==> config.mk <==
export PLATFORM = sky130hd
export DESIGN_NAME = cbpc_top
export DESIGN_NICKNAME = d
export VERILOG_FILES = /design/src/hw/cbpc_pkg.sv /design/src/hw/cbpc_top.sv /design/src/hw/cbpc_divider.sv
export SDC_FILE = /design/constraint.sdc
export NUM_CORES = 1
export LEC_CHECK = 0
export ABC_CLOCK_PERIOD_IN_PS = 5250
export BUFFER_PORTS_ARGS = -buffer_cell sky130_fd_sc_hd__buf_2
export CORE_MARGIN = 8
export CORE_UTILIZATION = 58
export CTS_CLUSTER_SIZE = 16
export DETAILED_ROUTE_END_ITERATION = 10
export PLACE_DENSITY_LB_ADDON = 0.05
export SLEW_MARGIN = 20
export SYNTH_ARGS = -nofsm -noshare
export SYNTH_HDL_FRONTEND = slang
export SYNTH_SLANG_ARGS = --single-unit
==> constraint.sdc <==
create_clock -name clk_i -period 5.25 [get_ports clk_i]
set_clock_uncertainty 0.15 [all_clocks]
set_input_delay 1.575 -clock clk_i [delete_from_list [all_inputs] [get_ports clk_i]]
set_output_delay 1.575 -clock clk_i [all_outputs]
set_load 0.01 [all_outputs]
==> src/hw/cbpc_pkg.sv <==
// Package for the clock, buzzer and power control block.
// Assumes a single 50 MHz system clock standing in for the crystal
// and a host that reaches 8-bit registers through a 4-bit index.
`default_nettype none

package cbpc_pkg;

    // ***************************************************************
    // Clock and timing
    // ***************************************************************
    localparam int CLK_HZ = 50_000_000;
    localparam int CLK_PERIOD_NS = 20;
    localparam int XTAL_HZ = 4_000_000; // Crystal reference
    localparam int TB_FAST_HZ = 1_000_000; // 1.0000 MHz
    localparam int TB_SLOW_HZ = 125_000; // 125.0 kHz
    localparam int SMP_FAST_DIV = 24; // Crystal / 24, 166.67 kHz
    localparam int SMP_SLOW_DIV = 48; // Crystal / 48, 83.33 kHz
    localparam int OSC_OUT_HZ = 2_000_000; // 2.000 MHz
    localparam int TONE_HZ = 2_600; // About 2.6 kHz
    localparam int SENSE_TIME_NS = 100_000; // 0.1 ms settle

    // Full periods, tone half period and settle time in system clocks
    localparam int TB_FAST_PER = CLK_HZ / TB_FAST_HZ;
    localparam int TB_SLOW_PER = CLK_HZ / TB_SLOW_HZ;
    localparam int SMP_FAST_PER = CLK_HZ / (XTAL_HZ / SMP_FAST_DIV);
    localparam int SMP_SLOW_PER = CLK_HZ / (XTAL_HZ / SMP_SLOW_DIV);
    localparam int OSC_OUT_PER = CLK_HZ / OSC_OUT_HZ;
    localparam int TONE_PER = CLK_HZ / TONE_HZ;
    localparam int TONE_HALF_CYC = TONE_PER / 2;
    localparam int SENSE_CYC = (SENSE_TIME_NS + CLK_PERIOD_NS - 1)
                               / CLK_PERIOD_NS;

    // ***************************************************************
    // Register indices
    // ***************************************************************
    localparam logic [3:0] REG_CLK_CTRL = 4'h0;
    localparam logic [3:0] REG_FUNC = 4'h1;
    localparam logic [3:0] REG_ANA_EN = 4'h2;
    localparam logic [3:0] REG_CONV_GAIN = 4'h3;
    localparam logic [3:0] REG_CONV_SETUP = 4'h4;
    localparam logic [3:0] REG_MISC_ONE = 4'h5;
    localparam logic [3:0] REG_MISC_TWO = 4'h6;
    localparam logic [3:0] REG_STATUS = 4'h7;

    // ***************************************************************
    // Field positions
    // ***************************************************************
    localparam int B_TB_SEL = 0;
    localparam int B_SMP_SEL = 1;
    localparam int B_TONE_FORCE = 2;
    localparam int B_CONT_TONE = 3;
    localparam int B_BAT_STROBE = 4;
    localparam int B_OHM_LO = 6; // Ohm source at [7:6]
    localparam int B_CMP_EN = 0;
    localparam int B_ACBUF_EN = 4;
    localparam int B_RCT_EN = 6;
    localparam int B_CONV_EN = 7;
    localparam int B_DIG_SW = 6;
    localparam int B_ANA_SW = 7;
    localparam int B_XTAL_DIS = 3;
    localparam int B_OSC_OUT_DIS = 4;
    localparam int B_GND_DIS = 1;
    localparam int S_LOW_BAT = 0;
    localparam int S_CMP = 1;
    localparam int S_SENSE_READY = 2;
    localparam int S_SHORT_SENSE = 3;
    localparam int S_TONE = 4;
    localparam int S_SAVING = 5;

    localparam logic [7:0] REG_RESET = 8'h00;
    localparam logic [1:0] OHM_OFF = 2'h0;

    // ***************************************************************
    // Carriers
    // ***************************************************************
    typedef struct packed {
        logic [3:0] addr;
        logic [7:0] wdata;
        logic we;
        logic re;
    } cbpc_bus_s;

    typedef struct packed {
        logic [3:0] mode;
        logic [1:0] ohm_source_select;
        logic comparator_enable;
        logic rectifier_enable;
        logic ac_buffer_enable;
        logic converter_enable;
        logic analog_supply_switch_enable;
        logic digital_supply_switch_enable;
        logic ground_reg_disable;
        logic battery_sense_strobe;
    } cbpc_ana_s;

    typedef enum logic [1:0] {
        SENSE_IDLE,
        SENSE_SETTLE,
        SENSE_READY
    } cbpc_sense_e;

endpackage

`default_nettype wire

==> src/hw/cbpc_top.sv <==
// Clock, buzzer and power control: dividers, tone gating, oscillator
// output, low-battery strobing and power-saving control registers.
// Assumes clk_i stands in for the crystal and the host drives the
// register port from logic on the same clock.
//
// The address map and strobed register access were chosen for this implementation.
`timescale 1ns/1ns
`default_nettype none

// Behaviour
// - Timebase, sample clock and tone are all divided from the crystal clock.
// - Timebase is 1 MHz or 125 kHz by select; low when oscillator off.
// - Sample clock is 166.67 or 83.33 kHz by select; low when off.
// - Tone runs at 2.6 kHz when forced, or continuity and comparator high.
// - Tone pin is open drain; an external pull-up makes its high.
// - Tone force and continuity enable are host-writable; comparator is input.
// - Oscillator output carries 2 MHz unless disabled, then held at 0.
// - Low-battery flag is high when the battery is below 6.8 V.
// - Supply switch enables close the switched-supply PMOS when one.
// - Ground regulator disable bit one turns the ground regulator off.
// - Bit placement in misc, converter setup and converter gain registers.
// - Reset clears every control register to zero.
// - Comparator result also drives a dedicated comparator output.
module cbpc_top
    import cbpc_pkg::*;
#(
    parameter int TONE_HALF = cbpc_pkg::TONE_HALF_CYC,
    parameter int SENSE_WAIT = cbpc_pkg::SENSE_CYC
) (
    input wire logic clk_i,
    input wire logic reset_i,
    input wire cbpc_pkg::cbpc_bus_s bus_i,
    output logic [7:0] rdata_o,
    input wire logic comparator_result_i,
    input wire logic battery_below_i,
    output logic timebase_clock_o,
    output logic adc_sample_clock_o,
    output logic osc_out_pin_o,
    output logic tone_pin_o,
    output logic tone_pin_oe_o,
    output logic comparator_o,
    output logic osc_disable_n_o,
    output logic osc_out_disable_o,
    output cbpc_pkg::cbpc_ana_s ana_o
);

    import cbpc_pkg::*;

    // ***************************************************************
    // Elaboration checks
    // ***************************************************************
    if (TONE_HALF < 1) begin : g_chk_tone
        $error("cbpc_top: TONE_HALF must be one or more");
    end
    if (SENSE_WAIT < 1) begin : g_chk_sense
        $error("cbpc_top: SENSE_WAIT must be one or more");
    end

    localparam int SW = $clog2(SENSE_WAIT + 1);

    // ***************************************************************
    // Control registers
    // ***************************************************************
    logic [7:0] clk_ctrl_r;
    logic [3:0] mode_r;
    logic [1:0] ohm_r;
    logic cmp_en_r;
    logic rct_en_r;
    logic acbuf_en_r;
    logic conv_en_r;
    logic ana_sw_r;
    logic dig_sw_r;
    logic osc_out_dis_r;
    logic xtal_dis_r;
    logic gnd_dis_r;

    // Clock and tone control bits, host writable
    always_ff @(posedge clk_i or posedge reset_i) begin
        if (reset_i) begin
            clk_ctrl_r <= REG_RESET;
        end else if (bus_i.we && bus_i.addr == REG_CLK_CTRL) begin
            clk_ctrl_r <= {3'h0, bus_i.wdata[4:0]};
        end
    end

    // Function mode and ohm source
    always_ff @(posedge clk_i or posedge reset_i) begin
        if (reset_i) begin
            mode_r <= REG_RESET[3:0];
            ohm_r <= OHM_OFF;
        end else if (bus_i.we && bus_i.addr == REG_FUNC) begin
            mode_r <= bus_i.wdata[3:0];
            ohm_r <= bus_i.wdata[B_OHM_LO+1:B_OHM_LO];
        end
    end

    // Analog enables: comparator, rectifier, AC buffer
    always_ff @(posedge clk_i or posedge reset_i) begin
        if (reset_i) begin
            cmp_en_r <= 1'b0;
            rct_en_r <= 1'b0;
            acbuf_en_r <= 1'b0;
        end else if (bus_i.we && bus_i.addr == REG_ANA_EN) begin
            cmp_en_r <= bus_i.wdata[B_CMP_EN];
            rct_en_r <= bus_i.wdata[B_RCT_EN];
            acbuf_en_r <= bus_i.wdata[B_ACBUF_EN];
        end
    end

    // Converter enable and supply switches
    always_ff @(posedge clk_i or posedge reset_i) begin
        if (reset_i) begin
            conv_en_r <= 1'b0;
            ana_sw_r <= 1'b0;
            dig_sw_r <= 1'b0;
        end else begin
            if (bus_i.we && bus_i.addr == REG_CONV_GAIN) begin
                conv_en_r <= bus_i.wdata[B_CONV_EN];
            end
            if (bus_i.we && bus_i.addr == REG_CONV_SETUP) begin
                ana_sw_r <= bus_i.wdata[B_ANA_SW];
                dig_sw_r <= bus_i.wdata[B_DIG_SW];
            end
        end
    end

    // Oscillator and ground regulator disables
    always_ff @(posedge clk_i or posedge reset_i) begin
        if (reset_i) begin
            osc_out_dis_r <= 1'b0;
            xtal_dis_r <= 1'b0;
            gnd_dis_r <= 1'b0;
        end else begin
            if (bus_i.we && bus_i.addr == REG_MISC_ONE) begin
                osc_out_dis_r <= bus_i.wdata[B_OSC_OUT_DIS];
                xtal_dis_r <= bus_i.wdata[B_XTAL_DIS];
            end
            if (bus_i.we && bus_i.addr == REG_MISC_TWO) begin
                gnd_dis_r <= bus_i.wdata[B_GND_DIS];
            end
        end
    end

    // ***************************************************************
    // Input synchronisers
    // ***************************************************************
    logic cmp_meta_r;
    logic cmp_sync_r;
    logic bat_meta_r;
    logic bat_sync_r;

    // Both inputs come from analog comparators, so two flops each
    always_ff @(posedge clk_i or posedge reset_i) begin
        if (reset_i) begin
            cmp_meta_r <= 1'b0;
            cmp_sync_r <= 1'b0;
            bat_meta_r <= 1'b0;
            bat_sync_r <= 1'b0;
        end else begin
            cmp_meta_r <= comparator_result_i;
            cmp_sync_r <= cmp_meta_r;
            bat_meta_r <= battery_below_i;
            bat_sync_r <= bat_meta_r;
        end
    end

    // ***************************************************************
    // Clock dividers
    // ***************************************************************
    logic osc_run;
    logic tone_run;
    logic tone_lvl;

    // Timebase, sample clock and oscillator output stop with the crystal disable bit
    assign osc_run = !xtal_dis_r;
    // Tone gating follows the comparator after synchronisation
    assign tone_run = clk_ctrl_r[B_TONE_FORCE]
                      || (clk_ctrl_r[B_CONT_TONE] && cmp_sync_r);

    // Timebase: 1 MHz, or 125 kHz with the select set
    cbpc_divider #(
        .HI_A(TB_FAST_PER / 2), .LO_A(TB_FAST_PER - TB_FAST_PER / 2),
        .HI_B(TB_SLOW_PER / 2), .LO_B(TB_SLOW_PER - TB_SLOW_PER / 2)
    ) u_timebase (
        .clk_i(clk_i), .reset_i(reset_i), .run_i(osc_run),
        .sel_i(clk_ctrl_r[B_TB_SEL]), .clk_o(timebase_clock_o)
    );

    // Sample clock: 166.67 kHz, or 83.33 kHz with the select set
    cbpc_divider #(
        .HI_A(SMP_FAST_PER / 2), .LO_A(SMP_FAST_PER - SMP_FAST_PER / 2),
        .HI_B(SMP_SLOW_PER / 2), .LO_B(SMP_SLOW_PER - SMP_SLOW_PER / 2)
    ) u_sample (
        .clk_i(clk_i), .reset_i(reset_i), .run_i(osc_run),
        .sel_i(clk_ctrl_r[B_SMP_SEL]), .clk_o(adc_sample_clock_o)
    );

    // Oscillator output: 25 cycles, so duty is 12 high to 13 low
    cbpc_divider #(
        .HI_A(OSC_OUT_PER / 2), .LO_A(OSC_OUT_PER - OSC_OUT_PER / 2),
        .HI_B(OSC_OUT_PER / 2), .LO_B(OSC_OUT_PER - OSC_OUT_PER / 2)
    ) u_osc_out (
        .clk_i(clk_i), .reset_i(reset_i), .run_i(!osc_out_dis_r && osc_run),
        .sel_i(1'b0), .clk_o(osc_out_pin_o)
    );

    // Buzzer tone; half period is a parameter so tests can shorten it
    cbpc_divider #(
        .HI_A(TONE_HALF), .LO_A(TONE_HALF), .HI_B(TONE_HALF), .LO_B(TONE_HALF)
    ) u_tone (
        .clk_i(clk_i), .reset_i(reset_i), .run_i(tone_run),
        .sel_i(1'b0), .clk_o(tone_lvl)
    );

    // Open drain: only ever pull low, the board pull-up gives high
    assign tone_pin_o = 1'b0;
    assign tone_pin_oe_o = !tone_lvl;

    // Comparator result also leaves on its own pin
    assign comparator_o = cmp_sync_r;

    // ***************************************************************
    // Battery sense sequencer
    // ***************************************************************
    cbpc_sense_e sense_r;
    cbpc_sense_e sense_nxt;
    logic [SW-1:0] sense_cnt_r;
    logic low_bat_r;
    logic short_r;
    logic strobe;

    assign strobe = clk_ctrl_r[B_BAT_STROBE];

    // Settle wait while the host holds the strobe
    always_comb begin
        sense_nxt = sense_r;
        case (sense_r)
            SENSE_IDLE: begin
                if (strobe) begin
                    sense_nxt = SENSE_SETTLE;
                end
            end
            SENSE_SETTLE: begin
                if (!strobe) begin
                    sense_nxt = SENSE_IDLE;
                end else if (sense_cnt_r == SW'(SENSE_WAIT - 1)) begin
                    sense_nxt = SENSE_READY;
                end
            end
            SENSE_READY: begin
                if (!strobe) begin
                    sense_nxt = SENSE_IDLE;
                end
            end
            default: begin
                sense_nxt = SENSE_IDLE;
            end
        endcase
    end

    // Sequencer state
    always_ff @(posedge clk_i or posedge reset_i) begin
        if (reset_i) begin
            sense_r <= SENSE_IDLE;
        end else begin
            sense_r <= sense_nxt;
        end
    end

    // Settle counter, cleared outside the settle state
    always_ff @(posedge clk_i or posedge reset_i) begin
        if (reset_i) begin
            sense_cnt_r <= '0;
        end else if (sense_r == SENSE_SETTLE) begin
            sense_cnt_r <= sense_cnt_r + 1'b1;
        end else begin
            sense_cnt_r <= '0;
        end
    end

    // Flag is caught as the strobe drops and held until the next drop
    always_ff @(posedge clk_i or posedge reset_i) begin
        if (reset_i) begin
            low_bat_r <= 1'b0;
            short_r <= 1'b0;
        end else if (sense_r != SENSE_IDLE && !strobe) begin
            low_bat_r <= bat_sync_r;
            short_r <= (sense_r == SENSE_SETTLE);
        end
    end

    // ***************************************************************
    // Status and read port
    // ***************************************************************
    logic saving;
    logic [7:0] status;
    logic [7:0] rdata_r;

    // Shows when the host has put every block into saving mode
    assign saving = (mode_r[3:1] == 3'h0) && (ohm_r == OHM_OFF)
                    && !cmp_en_r && !rct_en_r && !acbuf_en_r
                    && !conv_en_r && !ana_sw_r && !dig_sw_r
                    && osc_out_dis_r && xtal_dis_r && gnd_dis_r;

    always_comb begin
        status = 8'h00;
        status[S_LOW_BAT] = low_bat_r;
        status[S_CMP] = cmp_sync_r;
        status[S_SENSE_READY] = (sense_r == SENSE_READY);
        status[S_SHORT_SENSE] = short_r;
        status[S_TONE] = tone_run;
        status[S_SAVING] = saving;
    end

    // Read data stand one cycle after the strobe, zero otherwise
    always_ff @(posedge clk_i or posedge reset_i) begin
        if (reset_i) begin
            rdata_r <= 8'h00;
        end else if (!bus_i.re) begin
            rdata_r <= 8'h00;
        end else if (bus_i.addr == REG_CLK_CTRL) begin
            rdata_r <= clk_ctrl_r;
        end else if (bus_i.addr == REG_FUNC) begin
            rdata_r <= {ohm_r, 2'h0, mode_r};
        end else if (bus_i.addr == REG_ANA_EN) begin
            rdata_r <= {1'b0, rct_en_r, 1'b0, acbuf_en_r, 3'h0, cmp_en_r};
        end else if (bus_i.addr == REG_CONV_GAIN) begin
            rdata_r <= {conv_en_r, 7'h00};
        end else if (bus_i.addr == REG_CONV_SETUP) begin
            rdata_r <= {ana_sw_r, dig_sw_r, 6'h00};
        end else if (bus_i.addr == REG_MISC_ONE) begin
            rdata_r <= {3'h0, osc_out_dis_r, xtal_dis_r, 3'h0};
        end else if (bus_i.addr == REG_MISC_TWO) begin
            rdata_r <= {6'h00, gnd_dis_r, 1'b0};
        end else if (bus_i.addr == REG_STATUS) begin
            rdata_r <= status;
        end else begin
            rdata_r <= 8'h00;
        end
    end

    assign rdata_o = rdata_r;

    // ***************************************************************
    // Analog control outputs
    // ***************************************************************
    // Straight from the registers, so no glitches reach the switches
    assign osc_disable_n_o = xtal_dis_r;
    assign osc_out_disable_o = osc_out_dis_r;
    assign ana_o = '{mode_r, ohm_r, cmp_en_r, rct_en_r, acbuf_en_r,
                     conv_en_r, ana_sw_r, dig_sw_r,
                     gnd_dis_r, strobe};

endmodule

`default_nettype wire

==> src/hw/cbpc_divider.sv <==
// Gated square-wave divider with two selectable period pairs.
// Assumes run_i and sel_i come from logic on the same clock.
`timescale 1ns/1ns
`default_nettype none

module cbpc_divider #(
    parameter int HI_A = 25,
    parameter int LO_A = 25,
    parameter int HI_B = 200,
    parameter int LO_B = 200
) (
    input wire logic clk_i,
    input wire logic reset_i,
    input wire logic run_i,
    input wire logic sel_i,
    output logic clk_o
);

    localparam int MAXA = (HI_A > LO_A) ? HI_A : LO_A;
    localparam int MAXB = (HI_B > LO_B) ? HI_B : LO_B;
    localparam int MAXC = (MAXA > MAXB) ? MAXA : MAXB;
    localparam int CW = $clog2(MAXC + 1);

    // ***************************************************************
    // Elaboration check
    // ***************************************************************
    if (HI_A < 1 || LO_A < 1 || HI_B < 1 || LO_B < 1) begin : g_chk
        $error("cbpc_divider: every phase needs one cycle or more");
    end

    logic [CW-1:0] cnt_r;
    logic out_r;
    logic sel_r;
    logic act_r;
    logic [CW-1:0] hi_end;
    logic [CW-1:0] lo_end;

    // Phase lengths follow the select latched at the period start
    assign hi_end = sel_r ? CW'(HI_B - 1) : CW'(HI_A - 1);
    assign lo_end = sel_r ? CW'(LO_B - 1) : CW'(LO_A - 1);

    // Whole periods only, so enable or select changes never glitch
    always_ff @(posedge clk_i or posedge reset_i) begin
        if (reset_i) begin
            cnt_r <= '0;
            out_r <= 1'b0;
            sel_r <= 1'b0;
            act_r <= 1'b0;
        end else if (!act_r) begin
            cnt_r <= '0;
            out_r <= run_i;
            sel_r <= sel_i;
            act_r <= run_i;
        end else if (out_r) begin
            if (cnt_r == hi_end) begin
                cnt_r <= '0;
                out_r <= 1'b0;
            end else begin
                cnt_r <= cnt_r + 1'b1;
            end
        end else if (cnt_r == lo_end) begin
            cnt_r <= '0;
            out_r <= run_i;
            sel_r <= sel_i;
            act_r <= run_i;
        end else begin
            cnt_r <= cnt_r + 1'b1;
        end
    end

    assign clk_o = out_r;

endmodule

`default_nettype wire

Word level (Yosys, flattened, before mapping):

Index checks and enable logic that the tools add are counted.

* bits in registers: 94
* input port bits: 18
* output and inout port bits: 30
* word-level logic and storage cells: 162

* $add $sub $neg: 5
* equal/unequal tests: 22
* mux-type cells: 61
* reduce and logical (&&, ||, !) cells: 39

Operators with widths (number)
* 8-bit 2-to-1 mux: 9
* 1-bit 2-to-1 mux: 34
* 14-bit 2-to-1 mux: 2
* 9-bit 2-to-1 mux: 3
* 1-bit logical AND: 20
* 6-bit 2-to-1 mux: 3
* 4-bit by 3-bit == test with 1-bit output, second input constant: 4
* 4-bit 2-to-1 mux: 4
* 14-bit by 1-bit adder with 14-bit output, second input constant: 1
* 14-bit == test, second input constant: 1
* 13-bit by 1-bit adder with 13-bit output, second input constant: 1
* 13-bit == test, second input constant: 1
* 13-bit 2-to-1 mux: 1
* 2-bit != test, second input constant: 6
* 1-bit zero test: 10
* 9-bit by 1-bit adder with 9-bit output, second input constant: 1
* 9-bit == test: 1
* 8-bit by 1-bit adder with 8-bit output, second input constant: 1
* 4-bit by 2-bit == test with 1-bit output, second input constant: 2
* 4-bit == test, second input constant: 2
* 8-bit == test: 1
* 2-bit 2-to-1 mux: 4
* 2-bit one-hot mux with 3 select lines: 1
* 4-bit by 1-bit adder with 4-bit output, second input constant: 1
* other kinds (11): 13

Longest topological paths before layout:

Gate-level depths: netlist (run 1).

* depth after elaboration: 20
* mapped depth: 6
* mapped depth without buffers: 5

Cells and area by module:

Synthesis (run 1) repeated with hierarchy kept, for this count alone.

* cells, all modules: 419
* area total of the unflattened synthesis: 4620.7 µm²

Modules (own cells, without submodules)
* cbpc_top: instances 1, cells an instance 205, area each 2358.5 µm², sequential area each 1226.2 µm²
* cbpc_divider (u_tone): instances 1, cells an instance 78, area each 802.0 µm², sequential area each 400.4 µm²
* cbpc_divider (u_sample): instances 1, cells an instance 63, area each 631.9 µm², sequential area each 300.3 µm²
* cbpc_divider (u_timebase): instances 1, cells an instance 48, area each 551.8 µm², sequential area each 275.3 µm²
* cbpc_divider (u_osc_out): instances 1, cells an instance 25, area each 276.5 µm², sequential area each 150.1 µm²

Worst setup path before layout (run 1):

No wires, ideal clock.

* kind: input -> register
* from: in bus_i[10] in the netlist's numbering
* to: reg clk_ctrl_r[0]
* setup time: 0.125 ns
* data arrival time: 2.719 ns
* required time: 4.975 ns
* setup slack: 2.256 ns
* stages: 4
* path buffers: 1
* cells stage by stage: clkbuf_1 > nor4_1 > nand2_1 > mux2_2

* cells in the longest elaborated chain, start to end: 2

Ends and longest elaborated chain
* from (decl): RTL line cbpc_top.sv:32 `input wire cbpc_pkg::cbpc_bus_s bus_i,`
* 4-bit zero test: RTL line cbpc_top.sv:81 `end else if (bus_i.we && bus_i.addr == REG_CLK_CTRL) begin`
* 1-bit logical AND: RTL line cbpc_top.sv:81
* to (signal assigned): RTL line cbpc_top.sv:82 `clk_ctrl_r <= {3'h0, bus_i.wdata[4:0]};`
* to (decl): RTL line cbpc_top.sv:64 `logic [7:0] clk_ctrl_r;`

No other way between the ends.
A chain may end at the register's enable or synchronous reset.

Worst setup path in the final report (run 1):

* from: in bus_i[11] in the netlist's numbering
* to: reg mode_r[0]

* cells in the longest elaborated chain, start to end: 2

Ends and longest elaborated chain
* 4-bit by 1-bit == test with 1-bit output: RTL line cbpc_top.sv:91 `end else if (bus_i.we && bus_i.addr == REG_FUNC) begin`
* 1-bit logical AND: RTL line cbpc_top.sv:91
* to (signal assigned): RTL line cbpc_top.sv:89 `mode_r <= REG_RESET[3:0];`
* to (signal assigned): RTL line cbpc_top.sv:92 `mode_r <= bus_i.wdata[3:0];`
* to (decl): RTL line cbpc_top.sv:65 `logic [3:0] mode_r;`

No other way between the ends.

==> run metrics, run 1 <==
initial DRC count 174; delay-heaviest family, CP simple AND/OR/NAND/NOR gates; FF+latch count, synth 94; fraction of synthesized cell area taken by the top area cell type 52.9%; Leakage Power 2.11 nW; Finished Layout Cells 571; Post-CTS Setup Inserts 0; Register-to-Register Path Depth 4; wire length of the first global-routing pass 15300 um; depth of the critical timing path with buffers and inverters included 5; slowest stage cell on the critical path sky130_fd_sc_hd__nor3_1; Top Ports 48; Yosys warnings 0; RSZ-0062 raised after global routing no; Critical path buffers and inverters 1; DRT Wirelength 8980 um; overall via count from detail_route between 3000 and 4000; Root Driver sky130_fd_sc_hd__clkbuf_8; library cell occupying the most area in the post-synthesis netlist sky130_fd_sc_hd__dfrtp_1; register-to-register setup slack approximately 3000 ps; Startpoint Class input port; ANT nets after route 0; post-synthesis cell count 424; Worst Setup End Kind register; placed wire-length estimate after detailed placement 6580 um; summed instance area of the synthesized netlist 0.00445 mm2; Post-synth ARST share 100%; Die Outline Area about 0.011 mm2; Gates resized, CTS repair 0; required time worst endpoint 5350 ps; fillcell total 614; mean instance size in the synthesized netlist 10.5 um2; horizontal die dimension 104 um; series of cell instances along the critical path buf_2, nand2b_1, nor3_1, nand2_1, mux2_2; CP Max Fanout 12; global placer's final weighted congestion ~0.85; max incr delay on CP ~480 ps; antenna diode count 0; PwrDens 399 mW/mm2; number of CTS-inserted buffers 9; pin count of the biggest net entering global routing 39; final layout net count between 400 and 500; top achievable clock speed 325 MHz; leading cell types by total area after synthesis sky130_fd_sc_hd__dfrtp_1 53%, sky130_fd_sc_hd__mux2_2 6.1%, sky130_fd_sc_hd__xnor2_1 4.9%, sky130_fd_sc_hd__nor2_1 4.0%, sky130_fd_sc_hd__nand3_1 3.5%; final period utilization between 50% and 60%; type of the worst min-delay path reg -> reg; insertion delay to the later sink of the worst-skew pair 360 ps; post-synthesis to final-layout area growth 10.9%; status finished, final reports clean; total negative slack for setup checks 0 ps; count of unique library cells instantiated by Yosys between 40 and 50; Core Area ~0.0076 mm2; Cells on Worst Hold Path 0; number of nets produced by synthesis 449; worst ir drop on vdd around 200 uV; Max-slew headroom 47.2%; number of placement rows 32; kind of critical path in -> reg; arrival time worst endpoint 3170 ps; initial antenna violation count 0; fraction of final layout cells sized beyond drive strength 1 19.8%; number of hold buffers added after cts 0; clock slew at reported path FFs 90 ps; number of endpoints with negative hold slack in the final report 0; PortBufs 45; final global-route overflow total 0; proportion of synthesized chip area in sequential cells 52.9%; vias in the first global route around 3100; flip-flop cell with the highest count after synthesis sky130_fd_sc_hd__dfrtp_1; clock tree from TritonCTS yes; number of clock sinks seen by CTS 94; Routed WL per cell 15.7 um; number of pins with negative max-slew slack in the final report 0; number of levels in the clock H-tree 3; average vias per placed instance ~5.6; GRT Resource Usage Total 17.3%; Cells after DPL 555; number of maximum-capacitance constraint violations 0; transition time at the pin with the least slew margin a little under 800 ps; number of enable-type register cells in the synthesized netlist 0; Final min period ~3000 ps; effective utilization at floorplan 58.8%; iteration count of the initial detailed-routing pass 4; die outline height 104 um; Clock Tree Buf Depth 2; Finish-stage setup viols 0; count of unresolved DRC violations after routing 0
## cell families after synthesis
family / count (synthesis) / share of synthesized area (%)
xor gates and xnor gates: 35 / 6.89
buffers and inverters: 36 / 3.80
AOI/OAI and AO/OA: 50 / 8.12
other: 1 / 0.0843
muxes: 24 / 6.07
DFF: 94 / 52.9
adders and majority gates: 7 / 1.97
and+or+nand+nor: 177 / 20.2
## cells in the final DEF, fill, tap and decap left out, types with 4 or more instances in the layout
cell type	netlist	final
sky130_fd_sc_hd__nor2_1	48	48
sky130_fd_sc_hd__or4_1	4	4
sky130_fd_sc_hd__a32oi_1	4	4
sky130_fd_sc_hd__nand2_1	20	20
sky130_fd_sc_hd__ha_1	7	7
sky130_fd_sc_hd__nand3_1	31	31
sky130_fd_sc_hd__nor4_1	7	7
sky130_fd_sc_hd__o21ai_0	11	11
sky130_fd_sc_hd__xor2_1	10	10
sky130_fd_sc_hd__nor3_1	26	26
sky130_fd_sc_hd__clkbuf_8	0	9
sky130_fd_sc_hd__buf_2	0	45
sky130_fd_sc_hd__nand4_1	10	10
sky130_fd_sc_hd__nor2b_1	7	7
sky130_fd_sc_hd__mux2_2	24	24
sky130_fd_sc_hd__dfrtp_1	94	94
sky130_fd_sc_hd__xnor2_1	25	25
sky130_fd_sc_hd__a31oi_1	4	4
sky130_fd_sc_hd__inv_1	15	14
sky130_fd_sc_hd__or3_1	4	4
sky130_fd_sc_hd__a21oi_1	11	11
sky130_fd_sc_hd__and3_1	4	4
## per-stage QoR
stage / setup WS, ps / instance area, um2 / util (%) / power [mW] / hold WS (ps)
final: 2170 / 4940 / 65.2 / 1.97 / 214
after global routing: 2140 / 4940 / 65.2 / 2.10 / 222
after CTS: 2240 / 4940 / 65.2 / 1.99 / 218
after detailed placement: 1850 / 4720 / 62.4 / 1.47 / 197
after global placement: 1850 / 4720 / 62.4 / 1.46 / 184
after floorplan: 1080 / 4450 / - / 1.35 / 181
## synth_stat cells (all sizes together), types with 2 or more instances
master and count:
dfrtp 94, nor2 48, nand3 31, nor3 26, xnor2 25, mux2 24, nand2 20, inv 15
a21oi 12, o21ai 11, buf 10, nand4 10, xor2 10, clkbuf 9, ha 7, nor2b 7
nor4 7, or4 5, a31oi 4, a32oi 4, and3 4, or3 4, a2111o 3, a21boi 3
nand2b 3, nor3b 3, a211oi 2, a32o 2, and2 2, clkinv 2, nand3b 2, o211ai 2
## registers in the layout (all words and copies together) (netlist names), 2 cells and up
name and cells:
u_osc_out.cnt_r 4, ohm_r 2, u_sample.cnt_r 9, u_tone.cnt_r 14, clk_ctrl_r 5, u_timebase.cnt_r 8, sense_cnt_r 13, mode_r 4
sense_r 2, rdata_o 8
## power by group
part	internal (mW)	switching [mW]
logic	0.198	0.197
registers	0.874	0.188
clock network	0.267	0.243
## worst reg2reg max path, cell delays in order (launching register included)
cell and delay (ps):
sky130_fd_sc_hd__dfrtp_1 420, sky130_fd_sc_hd__or4_1 540, sky130_fd_sc_hd__or4_4 550, sky130_fd_sc_hd__a2111oi_2 380
sky130_fd_sc_hd__or3_1 150
## layout make-up
class / count / area, um2 / area share (%)
clock buffer: 10 / 128 / 2.59
clock inverter: 6 / 86.3 / 1.75
inverter: 17 / 65.1 / 1.32
multi-input combinational: 294 / 1930 / 39.1
sequential: 94 / 2350 / 47.7
tap: 102 / 128 / 2.59
timing repair buffer: 48 / 248 / 5.02
## worst paths after layout
kind                                                end                          start
setup reg to reg           u_timebase.sel_r$_DFFE_PP0P_  u_timebase.cnt_r[6]$_DFF_PP0_
min in group asynchronous          bat_meta_r$_DFF_PP0_                        reset_i
hold reg to reg                    bat_sync_r$_DFF_PP0_           bat_meta_r$_DFF_PP0_
max in group asynchronous     u_osc_out.act_r$_DFF_PP0_                        reset_i
hold / removal                     bat_sync_r$_DFF_PP0_           bat_meta_r$_DFF_PP0_
setup / recovery                  mode_r[0]$_DFFE_PP0P_                      bus_i[11]
## per-layer routing
metal	vias up	GRT usage (%)	share of wire [%]
li1	1569	-	-
met1	1558	21.7	46
met2	68	27.6	48
met3	14	5.70	5.4
met4	0	5.14	1.1
met5	-	0	0
No activity file was read; power rests on OpenSTA's default activity.
==> run 2: changes to the inputs <==
ABC_AREA = 1   (was default)
ABC_CLOCK_PERIOD_IN_PS = 2500   (was 5250)
CORE_UTILIZATION = 53   (was 58)
clock period = 2.5 ns   (was 5.25 ns; I/O delays follow)
==> run 2 against run 1 <==
  * Area after synthesis grew 3.3%
  * Flip-flop and latch count is the same
  * First-iteration DRC count shrank 22%
  * Sequential share of layout area shrank 1.4 points
  * Combinational power grew to 2.8 times the previous value
  * Critical path depth shrank 4
  * Highest routed layer unchanged
  * Hold slack lost 4.6 ps
  * Final cell count grew 21%
  * Largest cell class unchanged
==> run metrics, run 2 <==
library cell occupying the most area in the post-synthesis netlist sky130_fd_sc_hd__dfrtp_1 (unchanged); required time worst endpoint 1600 ps (was 5350 ps); Finish-stage setup viols 0 (unchanged); PwrDens 853 mW/mm2 (was 399 mW/mm2); status finished, final reports clean (unchanged); post-synthesis cell count 534 (was 424); number of maximum-capacitance constraint violations 0 (unchanged); Core Area 0.00855 mm2 (was 0.00757 mm2); fraction of met2 tracks used by global routing 28.2% (was 27.6%); commonest non-fill, non-tap cells in the layout 102 x sky130_fd_sc_hd__nand2_1, 94 x sky130_fd_sc_hd__dfrtp_1, 66 x sky130_fd_sc_hd__inv_1, 62 x sky130_fd_sc_hd__nor2_1, 45 x sky130_fd_sc_hd__buf_2 (was 94 x sky130_fd_sc_hd__dfrtp_1, 48 x sky130_fd_sc_hd__nor2_1, 45 x sky130_fd_sc_hd__buf_2, 31 x sky130_fd_sc_hd__nand3_1, 26 x sky130_fd_sc_hd__nor3_1); total placed instance area 0.00489 mm2 (was 0.00472 mm2); leading post-synthesis cells by instance count 102 x sky130_fd_sc_hd__nand2_1, 94 x sky130_fd_sc_hd__dfrtp_1, 67 x sky130_fd_sc_hd__inv_1 (was 94 x sky130_fd_sc_hd__dfrtp_1, 48 x sky130_fd_sc_hd__nor2_1, 31 x sky130_fd_sc_hd__nand3_1); flip-flop count of the largest register after layout 14 (unchanged); mean instance size in the synthesized netlist 8.61 um2 (was 10.5 um2); die outline height 109 um (was 104 um); Top Ports 48 (unchanged); iteration count of the initial detailed-routing pass 4 (unchanged); overall via count from detail_route 3530 (was 3209); horizontal die dimension 109 um (was 104 um); clock slew at reported path FFs 80 ps (was 90 ps); Clock Tree Buf Depth 2 (unchanged); antenna diode count 0 (unchanged); number of clock sinks seen by CTS 94 (unchanged); Worst Setup End Kind output pin (was register); Post-synth ARST share 100% (unchanged); max incr delay on CP 490 ps (was 480 ps); Die Outline Area 0.0119 mm2 (was 0.0107 mm2); Top Registers u_tone.cnt_r (14), sense_cnt_r (13), u_sample.cnt_r (9) (unchanged); summed instance area of the synthesized netlist 0.00460 mm2 (was 0.00445 mm2); average vias per placed instance 5.10 (was 5.62); leading cell types by total area after synthesis sky130_fd_sc_hd__dfrtp_1 51%, sky130_fd_sc_hd__nand2_1 8.3%, sky130_fd_sc_hd__inv_1 5.5%, sky130_fd_sc_hd__nor2_1 5.1%, sky130_fd_sc_hd__nand3_1 3.0% (was sky130_fd_sc_hd__dfrtp_1 53%, sky130_fd_sc_hd__mux2_2 6.1%, sky130_fd_sc_hd__xnor2_1 4.9%, sky130_fd_sc_hd__nor2_1 4.0%, sky130_fd_sc_hd__nand3_1 3.5%); fraction of synthesized cell area taken by the top area cell type 51.2% (was 52.9%); vias in the first global route 3650 (was 3129); Yosys warnings 0 (unchanged); type of the worst min-delay path reg -> reg (unchanged); Finished Layout Cells 692 (was 571); final standard cell area without fillers 0.00509 mm2 (was 0.00494 mm2); FF+latch area 0.00235 mm2 (unchanged); Leakage Power 2.45 nW (was 2.11 nW); placed wire-length estimate after detailed placement 6610 um (was 6580 um); total negative slack for setup checks 0 ps (unchanged); number of placement rows 34 (was 32); effective utilization at floorplan 53.8% (was 58.8%); most common cell in the synthesized netlist sky130_fd_sc_hd__nand2_1 (was sky130_fd_sc_hd__dfrtp_1); number of enable-type register cells in the synthesized netlist 0 (unchanged); GR met3 Demand/Resource 3.78% (was 5.70%); worst hold margin 210 ps (was 214 ps); top achievable clock speed 519 MHz; register containing the most flip-flops in the final layout u_tone.cnt_r (unchanged); wire length of the first global-routing pass 16600 um (was 15300 um); count of unique library cells instantiated by Yosys 39 (was 48); Routed WL per cell 13.3 um (was 15.7 um); fillcell total 759 (was 614); pin count of the biggest net entering global routing 95 (was 39); number of levels in the clock H-tree 3 (unchanged); Startpoint Class register (was input port); PortBufs 45 (unchanged); footprint of the multi-input gates 0.00187 mm2 (was 0.00193 mm2); leading cell type in the layout, fill and taps excluded sky130_fd_sc_hd__nand2_1 (was sky130_fd_sc_hd__dfrtp_1); global route hottest layer met2 (unchanged); number of endpoints with negative hold slack in the final report 0 (unchanged); global placer's final weighted congestion 0.831 (was 0.855); final layout net count 604 (was 489); clock tree from TritonCTS yes (unchanged); proportion of synthesized chip area in sequential cells 51.2% (was 52.9%); post-synthesis to final-layout area growth 10.7% (was 10.9%); Gates resized, CTS repair 0 (unchanged); number of CTS-inserted buffers 9 (unchanged); Cells after DPL 676 (was 555); DRT Wirelength 9210 um (was 8980 um); Post-CTS Setup Inserts 0 (unchanged); count of unresolved DRC violations after routing 0 (unchanged); flip-flop cell with the highest count after synthesis sky130_fd_sc_hd__dfrtp_1 (unchanged); Root Driver sky130_fd_sc_hd__clkbuf_8 (unchanged); series of cell instances along the critical path buf_2 (was buf_2, nand2b_1, nor3_1, nand2_1, mux2_2); kind of critical path reg -> out (was in -> reg); Critical path buffers and inverters 1 (unchanged); overall power after layout 4.34 mW (was 1.97 mW); number of pins with negative max-slew slack in the final report 0 (unchanged); worst ir drop on vdd 400 uV (was 203 uV); initial antenna violation count 0 (unchanged); delay-heaviest family, CP flip-flops (was simple AND/OR/NAND/NOR gates); slowest stage cell on the critical path sky130_fd_sc_hd__dfrtp_1 (was sky130_fd_sc_hd__nor3_1); initial DRC count 136 (was 174); arrival time worst endpoint 1030 ps (was 3170 ps); Final min period 1930 ps; fraction of final layout cells sized beyond drive strength 1 19.7% (was 19.8%); GRT Resource Usage Total 17.3% (about the same); FF+latch count, synth 94 (unchanged); RSZ-0062 raised after global routing no (unchanged); number of hold buffers added after cts 0 (unchanged); final period utilization between 70% and 80%; number of nets produced by synthesis 559 (was 449); insertion delay to the later sink of the worst-skew pair 360 ps (about the same); final global-route overflow total 0 (unchanged); GR Layer Usage met1 21.9% (was 21.7%); CP Max Fanout 7 (was 12); ANT nets after route 0 (unchanged)
-- run 2: kinds of logic after synthesis --
family | synth area share (%)
simple gates | 26.7
flops | 51.2
buf+inv | 8.24
compound gates | 8.84
xor+xnor | 2.86
fa+ha+maj | 1.90
other cells | 0.0816
mux | 0.245
-- run 2: worst reg2reg max path: stages (launching register included) --
cell	delay, ps
sky130_fd_sc_hd__dfrtp_1	400
sky130_fd_sc_hd__ha_1	200
sky130_fd_sc_hd__nand2_1	100
sky130_fd_sc_hd__nor2_2	250
sky130_fd_sc_hd__nand3_2	160
sky130_fd_sc_hd__nor2_1	140
sky130_fd_sc_hd__nand2_1	60
sky130_fd_sc_hd__nand2_1	60
sky130_fd_sc_hd__nor2_1	30
-- run 2: worst paths after layout --
kind	end	cells past startpoint	slack (ps)	startpoint
worst max-delay path	osc_disable_n_o	1	570	osc_disable_n_o$_DFFE_PP0P_
worst min-delay path	comparator_o$_DFF_PP0_	0	210	cmp_meta_r$_DFF_PP0_
worst max register to register	sense_cnt_r[12]$_DFF_PP0_	8	830	sense_cnt_r[0]$_DFF_PP0_
worst min register to register	comparator_o$_DFF_PP0_	0	210	cmp_meta_r$_DFF_PP0_
max in group asynchronous	u_tone.cnt_r[8]$_DFF_PP0_	3	1460	reset_i
min in group asynchronous	u_osc_out.clk_o$_DFF_PP0_	3	360	reset_i
-- run 2: stage by stage --
step	worst slack (ps)	util, %
after floorplan	494	-
after global placement	507	57.2
after detailed placement	486	57.2
after CTS	538	59.5
after global routing	511	59.5
final	573	59.5
-- run 2: layout make-up --
class	count	area share (%)
sequential	94	46.2
multi-input combinational	352	36.7
inverter	76	5.68
timing repair buffer	46	4.82
clock buffer	13	3.12
tap	108	2.65
clock inverter	3	0.836
-- run 2: layer usage --
metal  part of all wire (%)  up-vias
met1                     48     1659
met4                    1.8        0
li1                       -     1790
met3                    4.1       13
met5                      0        -
met2                     46       68
-- run 2: report_power, final --
| part | switching [mW] | internal, mW |
|---|---|---|
| Sequential | 0.334 | 1.86 |
| Clock | 0.526 | 0.517 |
| Combinational | 0.643 | 0.466 |
| Total | 1.50 | 2.84 |
